File: src/pkg/ddr_ctl_pkg.sv
// Purpose: shared constants and types for the ddr command/bank-state block
// Assumes: 20 MHz core clock, commands sampled on its rising edge
// Notes: times are in ns; cycle counts are derived from them
package ddr_ctl_pkg;

  // clock and timing, least times rounded up to whole cycles
  localparam int CLK_PERIOD_NS = 50;
  localparam int T_RP_NS = 20;
  localparam int T_RCD_NS = 20;
  localparam int T_WR_NS = 15;
  localparam int T_WTR_NS = 50;
  localparam int T_XSR_NS = 75;
  localparam int CNT_W = 4;
  localparam logic [CNT_W-1:0] T_RP_CYC =
    CNT_W'((T_RP_NS + CLK_PERIOD_NS - 1) / CLK_PERIOD_NS);
  localparam logic [CNT_W-1:0] T_RCD_CYC =
    CNT_W'((T_RCD_NS + CLK_PERIOD_NS - 1) / CLK_PERIOD_NS);
  localparam logic [CNT_W-1:0] T_WR_CYC =
    CNT_W'((T_WR_NS + CLK_PERIOD_NS - 1) / CLK_PERIOD_NS);
  localparam logic [CNT_W-1:0] T_WTR_CYC =
    CNT_W'((T_WTR_NS + CLK_PERIOD_NS - 1) / CLK_PERIOD_NS);
  localparam logic [CNT_W-1:0] T_XSR_CYC =
    CNT_W'((T_XSR_NS + CLK_PERIOD_NS - 1) / CLK_PERIOD_NS);

  // pins
  localparam int ADDR_W = 13;
  localparam int A10_BIT = 10;
  localparam int BA_W = 2;
  localparam int NUM_BANKS = 4;

  // register map (byte addresses) and fields
  localparam logic [3:0] OFS_CTRL = 4'h0;
  localparam logic [3:0] OFS_STATUS = 4'h4;
  localparam logic [3:0] OFS_ERR = 4'h8;
  localparam logic [1:0] CTRL_RST = 2'h2;
  localparam int STAT_PWR_LSB = 0;
  localparam int STAT_OPEN_LSB = 8;
  localparam int STAT_WBURST_BIT = 12;
  localparam int ERR_WTR = 0;
  localparam int ERR_WR = 1;
  localparam int ERR_NOT_ACT = 2;
  localparam int ERR_W = 3;

  // decoded commands
  typedef enum logic [3:0] {
    CMD_INHIBIT = 4'h0, CMD_NOP = 4'h1, CMD_ACTIVE = 4'h2, CMD_READ = 4'h3,
    CMD_WRITE = 4'h4, CMD_BST = 4'h5, CMD_PRE = 4'h6, CMD_AREF = 4'h7,
    CMD_MRS = 4'h8
  } cmd_t;

  // per-bank state
  typedef enum logic [3:0] {
    BANK_IDLE = 4'b0001, BANK_ACTIVATING = 4'b0010,
    BANK_ACTIVE = 4'b0100, BANK_PRECHARGING = 4'b1000
  } bank_state_t;

  // global power state
  typedef enum logic [4:0] {
    PWR_NORMAL = 5'b00001, PWR_PRE_PD = 5'b00010, PWR_ACT_PD = 5'b00100,
    PWR_SELF_REF = 5'b01000, PWR_SR_EXIT = 5'b10000
  } pwr_state_t;

endpackage

File: src/hdl/ddr_cmd_state.sv
// Purpose: command decode, bank states, cke power states, write burst window
// Assumes: command pins are synchronous to ref_clk_in; registers on avalon-mm
// Notes: controller timing misuse is flagged in a sticky error register
//
// Overview of operation
// - write-to-read check applies whatever bank the read targets.
// - data after a precharge truncating a burst is ignored.
// - precharge closes rows; banks idle again only after row precharge time.
// - a10 high precharges all banks; low precharges the bank on ba.
// - cke low with no access enters precharge or active power-down.
// - power-down switches off input and output buffers.
// - cke high at edge n exits power-down; commands from edge n+1.
// - cke previous and current samples select power state changes.
// - cs, ras, cas and we decode into commands on each edge.
// - a read truncating a write stops further data from being stored.
`timescale 1ns/1ps
module ddr_cmd_state (
  // clock and reset
  input wire logic ref_clk_in,
  input wire logic sys_rst_in,
  // command pins
  input wire logic cke_in,
  input wire logic cs_n_in,
  input wire logic ras_n_in,
  input wire logic cas_n_in,
  input wire logic we_n_in,
  input wire logic [ddr_ctl_pkg::ADDR_W-1:0] addr_in,
  input wire logic [ddr_ctl_pkg::BA_W-1:0] ba_in,
  // avalon-mm slave
  input wire logic [3:0] avs_address_in,
  input wire logic avs_read_in,
  input wire logic avs_write_in,
  input wire logic [3:0] avs_byteenable_in,
  input wire logic [31:0] avs_writedata_in,
  output logic [31:0] avs_readdata_out,
  output logic avs_waitrequest_out,
  // device status
  output logic in_buf_en_out,
  output logic out_buf_en_out,
  output logic wr_data_en_out,
  output logic [ddr_ctl_pkg::NUM_BANKS-1:0] bank_open_out
);
  import ddr_ctl_pkg::*;

  ////////////////////////////////////////////////////////////////////////
  // command decode
  function automatic cmd_t decode_cmd(input logic cs_n, input logic ras_n,
                                      input logic cas_n, input logic we_n);
    if (cs_n) begin
      return CMD_INHIBIT;
    end
    unique case ({ras_n, cas_n, we_n})
      3'b111: return CMD_NOP;
      3'b011: return CMD_ACTIVE;
      3'b001: return CMD_AREF;
      3'b000: return CMD_MRS;
      3'b101: return CMD_READ;
      3'b100: return CMD_WRITE;
      3'b010: return CMD_PRE;
      3'b110: return CMD_BST;
    endcase
  endfunction

  pwr_state_t pwr_q, pwr_d;
  bank_state_t bank_st [NUM_BANKS];
  logic cke_prev_q;
  logic [1:0] bl_q;
  logic [2:0] wr_left_q, wr_left_d;
  logic [CNT_W-1:0] wtr_cnt_q, wtr_cnt_d, wr_cnt_q, wr_cnt_d, xsr_cnt_q;
  logic [ERR_W-1:0] err_q, err_set;
  logic wait_q;
  logic [31:0] rdata_q;

  // commands count only with cke high at both samples in normal state
  cmd_t cmd;
  wire cmd_ok = cke_prev_q & cke_in & (pwr_q == PWR_NORMAL);
  wire act_ok = cmd_ok & (cmd == CMD_ACTIVE);
  wire rd_ok = cmd_ok & (cmd == CMD_READ);
  wire wr_ok = cmd_ok & (cmd == CMD_WRITE);
  wire pre_ok = cmd_ok & (cmd == CMD_PRE);
  wire [NUM_BANKS-1:0] ba_hit = NUM_BANKS'(1) << ba_in;
  wire [NUM_BANKS-1:0] pre_mask = addr_in[A10_BIT] ? '1 : ba_hit;
  wire [2:0] bl_pairs = 3'(1) << (bl_q - 2'h1);
  wire wburst = (wr_left_q != '0);
  wire last_pair = (wr_left_q == 3'h1) & ~(rd_ok | pre_ok);
  assign cmd = decode_cmd(cs_n_in, ras_n_in, cas_n_in, we_n_in);

  ////////////////////////////////////////////////////////////////////////
  // banks
  logic [NUM_BANKS-1:0] bank_idle, bank_active;
  genvar gi;
  generate
    for (gi = 0; gi < NUM_BANKS; gi++) begin : g_bank
      ddr_bank_fsm u_bank (
        .ref_clk_in(ref_clk_in),
        .sys_rst_in(sys_rst_in),
        .act_in(act_ok & ba_hit[gi]),
        .pre_in(pre_ok & pre_mask[gi]),
        .state_out(bank_st[gi])
      );
      assign bank_idle[gi] = (bank_st[gi] == BANK_IDLE);
      assign bank_active[gi] = (bank_st[gi] == BANK_ACTIVE);
    end
  endgenerate
  wire all_idle = &bank_idle;

  ////////////////////////////////////////////////////////////////////////
  // power state from the cke sample pair
  wire cke_fall = cke_prev_q & ~cke_in;
  wire cke_rise = ~cke_prev_q & cke_in;
  wire quiet = (cmd == CMD_NOP) | (cmd == CMD_INHIBIT);
  always_comb begin
    pwr_d = pwr_q;
    unique case (pwr_q)
      PWR_NORMAL: if (cke_fall) begin
        if (cmd == CMD_AREF && all_idle) begin
          pwr_d = PWR_SELF_REF;
        end else if (quiet && !wburst) begin
          pwr_d = all_idle ? PWR_PRE_PD : PWR_ACT_PD;
        end
      end
      PWR_PRE_PD, PWR_ACT_PD: if (cke_rise) begin
        pwr_d = PWR_NORMAL;
      end
      PWR_SELF_REF: if (cke_rise) begin
        pwr_d = PWR_SR_EXIT;
      end
      PWR_SR_EXIT: if (xsr_cnt_q == '0) begin
        pwr_d = PWR_NORMAL;
      end
      default: begin
        pwr_d = PWR_NORMAL;
      end
    endcase
  end

  // write burst window; truncation closes it so later data is dropped
  always_comb begin
    wr_left_d = wburst ? wr_left_q - 3'h1 : 3'h0;
    if (wr_ok) begin
      wr_left_d = bl_pairs;
    end else if (rd_ok | pre_ok) begin
      wr_left_d = 3'h0;
    end
    wtr_cnt_d = (wtr_cnt_q == '0) ? '0 : wtr_cnt_q - 1'b1;
    wr_cnt_d = (wr_cnt_q == '0) ? '0 : wr_cnt_q - 1'b1;
    if (last_pair) begin
      wtr_cnt_d = T_WTR_CYC;
      wr_cnt_d = T_WR_CYC;
    end
  end

  // controller misuse; not exhaustive, only cheap cases
  assign err_set[ERR_WTR] = rd_ok & (wtr_cnt_q != '0);
  assign err_set[ERR_WR] = pre_ok & (wr_cnt_q != '0);
  assign err_set[ERR_NOT_ACT] = (rd_ok | wr_ok) & ~|(ba_hit & bank_active);

  // core state registers
  always_ff @(posedge ref_clk_in or posedge sys_rst_in) begin
    if (sys_rst_in) begin
      pwr_q <= PWR_NORMAL;
      cke_prev_q <= 1'b0;
      wr_left_q <= 3'h0;
      wtr_cnt_q <= '0;
      wr_cnt_q <= '0;
      xsr_cnt_q <= '0;
    end else begin
      pwr_q <= pwr_d;
      cke_prev_q <= cke_in;
      wr_left_q <= wr_left_d;
      wtr_cnt_q <= wtr_cnt_d;
      wr_cnt_q <= wr_cnt_d;
      xsr_cnt_q <= (pwr_d == PWR_SR_EXIT && pwr_q != PWR_SR_EXIT) ?
                   T_XSR_CYC - 1'b1 : (xsr_cnt_q == '0 ? '0 : xsr_cnt_q - 1'b1);
    end
  end

  // registered outputs; buffers off in any low-power state
  wire buf_on = (pwr_d == PWR_NORMAL) | (pwr_d == PWR_SR_EXIT);
  always_ff @(posedge ref_clk_in or posedge sys_rst_in) begin
    if (sys_rst_in) begin
      in_buf_en_out <= 1'b1;
      out_buf_en_out <= 1'b1;
      wr_data_en_out <= 1'b0;
      bank_open_out <= '0;
    end else begin
      in_buf_en_out <= buf_on;
      out_buf_en_out <= buf_on;
      wr_data_en_out <= (wr_left_d != 3'h0);
      bank_open_out <= ~bank_idle;
    end
  end

  ////////////////////////////////////////////////////////////////////////
  // avalon slave: one wait cycle, answer at the edge waitrequest is low
  wire req = avs_read_in | avs_write_in;
  wire wr_take = avs_write_in & ~wait_q & avs_byteenable_in[0];
  wire [31:0] stat_word = {19'h0, wburst, ~bank_idle[3:0] & 4'hF,
                           3'h0, pwr_q};
  wire [31:0] rd_mux = (avs_address_in == OFS_CTRL) ? {30'h0, bl_q} :
                       (avs_address_in == OFS_STATUS) ? stat_word :
                       (avs_address_in == OFS_ERR) ? {29'h0, err_q} : 32'h0;
  always_ff @(posedge ref_clk_in or posedge sys_rst_in) begin
    if (sys_rst_in) begin
      wait_q <= 1'b1;
      rdata_q <= 32'h0;
    end else begin
      wait_q <= ~(req & wait_q);
      rdata_q <= (avs_read_in & wait_q) ? rd_mux : rdata_q;
    end
  end
  assign avs_waitrequest_out = wait_q;
  assign avs_readdata_out = rdata_q;

  // ctrl holds burst length code; code 0 is kept as a burst of 2
  always_ff @(posedge ref_clk_in or posedge sys_rst_in) begin
    if (sys_rst_in) begin
      bl_q <= CTRL_RST;
    end else if (wr_take && avs_address_in == OFS_CTRL) begin
      bl_q <= (avs_writedata_in[1:0] == 2'h0) ? 2'h1 : avs_writedata_in[1:0];
    end
  end

  // sticky errors, write one to clear; a new event beats the clear
  always_ff @(posedge ref_clk_in or posedge sys_rst_in) begin
    if (sys_rst_in) begin
      err_q <= '0;
    end else begin
      err_q <= (err_q & ~((wr_take && avs_address_in == OFS_ERR) ?
                          avs_writedata_in[ERR_W-1:0] : '0)) | err_set;
    end
  end
endmodule // ddr_cmd_state

File: src/hdl/ddr_bank_fsm.sv
// Purpose: one bank's row state with activate and precharge timing
// Assumes: act_in and pre_in are already qualified commands for this bank
// Notes: precharge of an idle bank is a no-op
`timescale 1ns/1ps
module ddr_bank_fsm (
  // clock and reset
  input wire logic ref_clk_in,
  input wire logic sys_rst_in,
  // commands
  input wire logic act_in,
  input wire logic pre_in,
  // state
  output ddr_ctl_pkg::bank_state_t state_out
);
  import ddr_ctl_pkg::*;

  bank_state_t st_q, st_d;
  logic [CNT_W-1:0] cnt_q, cnt_d;

  // next state; timer counts the remaining activate or precharge cycles
  always_comb begin
    st_d = st_q;
    cnt_d = (cnt_q == '0) ? '0 : cnt_q - 1'b1;
    unique case (st_q)
      BANK_IDLE: if (act_in) begin
        st_d = BANK_ACTIVATING;
        cnt_d = T_RCD_CYC - 1'b1;
      end
      BANK_ACTIVATING: if (cnt_q == '0) begin
        st_d = BANK_ACTIVE;
      end
      BANK_ACTIVE: if (pre_in) begin
        st_d = BANK_PRECHARGING;
        cnt_d = T_RP_CYC - 1'b1;
      end
      BANK_PRECHARGING: if (cnt_q == '0) begin
        st_d = BANK_IDLE;
      end
      default: begin
        st_d = BANK_IDLE;
      end
    endcase
  end

  // state registers
  always_ff @(posedge ref_clk_in or posedge sys_rst_in) begin
    if (sys_rst_in) begin
      st_q <= BANK_IDLE;
      cnt_q <= '0;
    end else begin
      st_q <= st_d;
      cnt_q <= cnt_d;
    end
  end

  assign state_out = st_q;
endmodule // ddr_bank_fsm

File: config.mk
export PLATFORM = sky130hd
export DESIGN_NAME = ddr_cmd_state
export DESIGN_NICKNAME = d
export VERILOG_FILES = /design/src/pkg/ddr_ctl_pkg.sv /design/src/hdl/ddr_cmd_state.sv /design/src/hdl/ddr_bank_fsm.sv
export SDC_FILE = /design/constraint.sdc
export NUM_CORES = 1
export LEC_CHECK = 0
export BUFFER_PORTS_ARGS = -buffer_cell sky130_fd_sc_hd__buf_2
export CAP_MARGIN = 20
export CORE_ASPECT_RATIO = 0.75
export CORE_UTILIZATION = 48
export CTS_CLUSTER_SIZE = 24
export DETAILED_ROUTE_END_ITERATION = 8
export PLACE_DENSITY = 0.76
export SYNTH_ARGS = -nofsm -noshare
export SYNTH_HDL_FRONTEND = slang
export SYNTH_SLANG_ARGS = --single-unit
File: constraint.sdc
create_clock -name ref_clk_in -period 2.09 [get_ports ref_clk_in]
set_clock_uncertainty 0.05 [all_clocks]
set_input_delay 0.209 -clock ref_clk_in [delete_from_list [all_inputs] [get_ports ref_clk_in]]
set_output_delay 0.209 -clock ref_clk_in [all_outputs]
set_load 0.02 [all_outputs]
==> flow_summary.toml <==
[setup_path]
required_ps = 2250
cp-end-kind = "flop"
path_cells = "or3b_4 > or2_1 > or4b_4 > mux2i_4 > nor3_1"
cpMaxStageDelayCell = "dfstp_2"
worstPathArrival_ps = 2320
crit_fanout = 4
worstSetupPathType = "reg2reg"
max_stage_delay_ps = 530
worstSetupStartpointType = "flop"

[cells_and_area]
regArea_um2 = 1890
layout.nets = 601
utilization_pct = 62.8
multiInputGateArea_um2 = 2040
final_cell_mix = "67 x dfrtp_1, 44 x o21ai_0, 43 x buf_4"
area_growth_pct = 23.1
num-fill-cells = 661
layout_commonest_cell = "dfrtp_1"
insertedDiodeCount = 0
drive_above_1_share_pct = 25.0

[placed_design]
gp_congestion = 0.893
post-place-ws_ps = -86.2
hpwlAfterDp_um = 6950
io_buffer_count = 37

[floorplanning]
fp-row-count = 28
dieArea_um2 = 8980
core_area_um2 = 8090
pin_count = 104
die_w_um = 109
start_util_pct = 51.0
fp.dieH_um = 82.3

[detailed_routing]
via_per_inst = 5.43
firstDrtPassIters = 4
vias = 3452
wirelength_um = 9390
drtAntennaViolNets = 0
routedWlPerCell_um = 14.8
drc = 0
drt_iter0_markers = 184

[clocking]
path_clk_slew_ps = 60
cts-htree-levels = 3
cts_tree = "built"
cts_buffers = 9
cts_buffer_depth = 2
cts.sinks = 75
insertion_delay_ps = 350
ctsRootBufferMaster = "clkbuf_16"

[sta]
finalHoldViolCount = 0
slew_headroom_pct = 55.0
rsz0062_at_grt = "yes"
post-route-min-period_ps = 2160
setup_slack_ps = -71.6
worst_pin_slew_ps = 673
post-route-period-util_pct = 103
final-setup-viol-count = 4
report.final.slew_viol_count = 0
fmax_mhz = 463

[global_routing]
overflow = 0
track_usage_pct = 22.5
grt_max_degree = 33
grt_pass1_vias = 3237
grt_pass1_wl_um = 15100
antenna_found_initial = 0

[synth]
syn_inst = 440
ys_seq_area_share_pct = 45.7
synth_top_area_share_pct = 40.6
syn_avg_cell_area_um2 = 9.38
yosysWarnings = 0
synth_seq_cells = 75
ys.flop_type = "dfrtp_1"
synth_edf_count = 0
yosys.area.top_type = "dfrtp_1"
synth-async-reset-ratio_pct = 100
synth_area_leaders = "dfrtp_1 41%, o21ai_0 5.3%, dfstp_2 5.1%"
synth_cell_types = 61
syn_area_um2 = 4130

[power_and_ir_drop]
combPwrFrac_pct = 23.5
switchingPower_uw = 1380
switching_share_pct = 28.5
seqPwrFrac_pct = 38.1
leakagePower_uw = 0.00242
vdd_ir_drop_max_mv = 0.802
power_density_nw_per_um2 = 955
power_frac_clock_pct = 38.4
p_int_uw = 3470

[status]
status = "complete, but fails checks"
violations = "setup timing"

[worst_hold_path]
hp-class = "in2reg"

[run]
max-cap-violations = 0
[cell families after synthesis]
group	after synthesis	share of synthesized area, %
AO/OA/AOI/OAI	99	14.6
XOR/XNOR	6	1.27
adder cells (fa/ha/maj)	11	3.34
buffers and inverters	57	7.52
flip-flops	75	45.7
multiplexers	6	1.91
other	1	0.0909
AND/OR/NAND/NOR	185	25.6
[stage by stage]
step / std cells / power [uW] / area (um^2) / setup TNS (ps) / hold WS (ps)
after global placement: 615 / 2910 / 4640 / -134 / 280
final: 636 / 4850 / 5080 / -225 / 15.6
after detailed placement: 615 / 2980 / 4640 / -276 / 287
after global routing: 636 / 5120 / 5080 / -981 / 1.44
after CTS: 636 / 4870 / 5050 / -205 / 10.3
after floorplan: 461 / 2680 / 4210 / 0 / 190
[layer usage]
layer | GRT usage, % | share of wire, % | vias up
li1 | - | - | 1711
met4 | 10.3 | 2.1 | 0
met3 | 6.59 | 4.4 | 20
met1 | 28.5 | 46 | 1652
met5 | 0 | 0 | -
met2 | 36.0 | 48 | 69
[synth_stat cells (3+ instances only)]
cell	instances
a21oi_1	17
and2_1	4
buf_4	23
clkbuf_1	4
dfrtp_1	67
dfstp_2	8
ha_1	11
inv_1	27
mux2_2	5
nand2_1	29
nand2b_1	8
nand3_1	13
nand3b_1	7
nand4_1	3
nor2_1	39
nor2b_1	5
nor3_1	29
nor3b_1	7
nor4b_1	4
o211ai_1	3
o21a_1	4
o21ai_0	44
o21ai_1	3
o31ai_1	9
or2_2	3
or3_1	7
or3b_2	4
or4b_2	3
xnor2_1	4
[timing repair]
item	in CTS	in global routing
gates resized for setup	0	6
pin swaps	2	2
endpoints found under the hold margin	25	0
buffers inserted	2	0
hold buffers	3	0
setup endpoints to repair	5	27
[final timing paths]
path,from,end,slack [ps],cells past startpoint
max,pwr_q[0]$_DFF_PP1_,g_bank[0].u_bank.cnt_q[1]$_DFF_PP0_,-70,5
min,cke_in,cke_prev_q$_DFF_PP0_,20,1
max reg2reg,pwr_q[0]$_DFF_PP1_,g_bank[0].u_bank.cnt_q[1]$_DFF_PP0_,-70,5
min reg2reg,g_bank[1].u_bank.cnt_q[0]$_DFF_PP0_,g_bank[1].u_bank.cnt_q[0]$_DFF_PP0_,400,1
max in group asynchronous,sys_rst_in,out_buf_en_out$_DFF_PP1_,860,4
min in group asynchronous,sys_rst_in,g_bank[0].u_bank.state_out[1]$_DFFE_PP0P_,460,3
[critical path, delay by kind of cell (launching register included)]
family        cells  cell delay, ps
simple gates      4            1250
flops             1             530
mux               1             200
[area by class of cell]
cell class,count,area share [%]
clock buffers,12,5.25
clock inverters,4,1.87
inverters,27,2.07
multi-input cells,329,40.1
flip-flops and latches,75,37.1
well taps,105,2.59
repair buffers,84,11.0
[power groups by stage]
stage / clock network (uW) / logic, uW / registers, uW
after CTS: 1880 / 1140 / 1850
after detailed placement: 0 / 1110 / 1870
after global routing: 1950 / 1290 / 1880
after floorplan: 0 / 826 / 1850
final: 1860 / 1140 / 1850
after global placement: 0 / 1050 / 1860
[flip-flops by register name (all words and copies together) (netlist names)]
name	flops
g_bank.u_bank.cnt_q	16
g_bank.u_bank.state_out	16
avs_readdata_out	10
pwr_q	5
bank_open_out	4
wr_cnt_q	4
wtr_cnt_q	4
xsr_cnt_q	4
err_q	3
wr_left_q	3
bl_q	2
avs_waitrequest_out	1
cke_prev_q	1
out_buf_en_out	1
wr_data_en_out	1
Power figures use the tool's default switching activity.
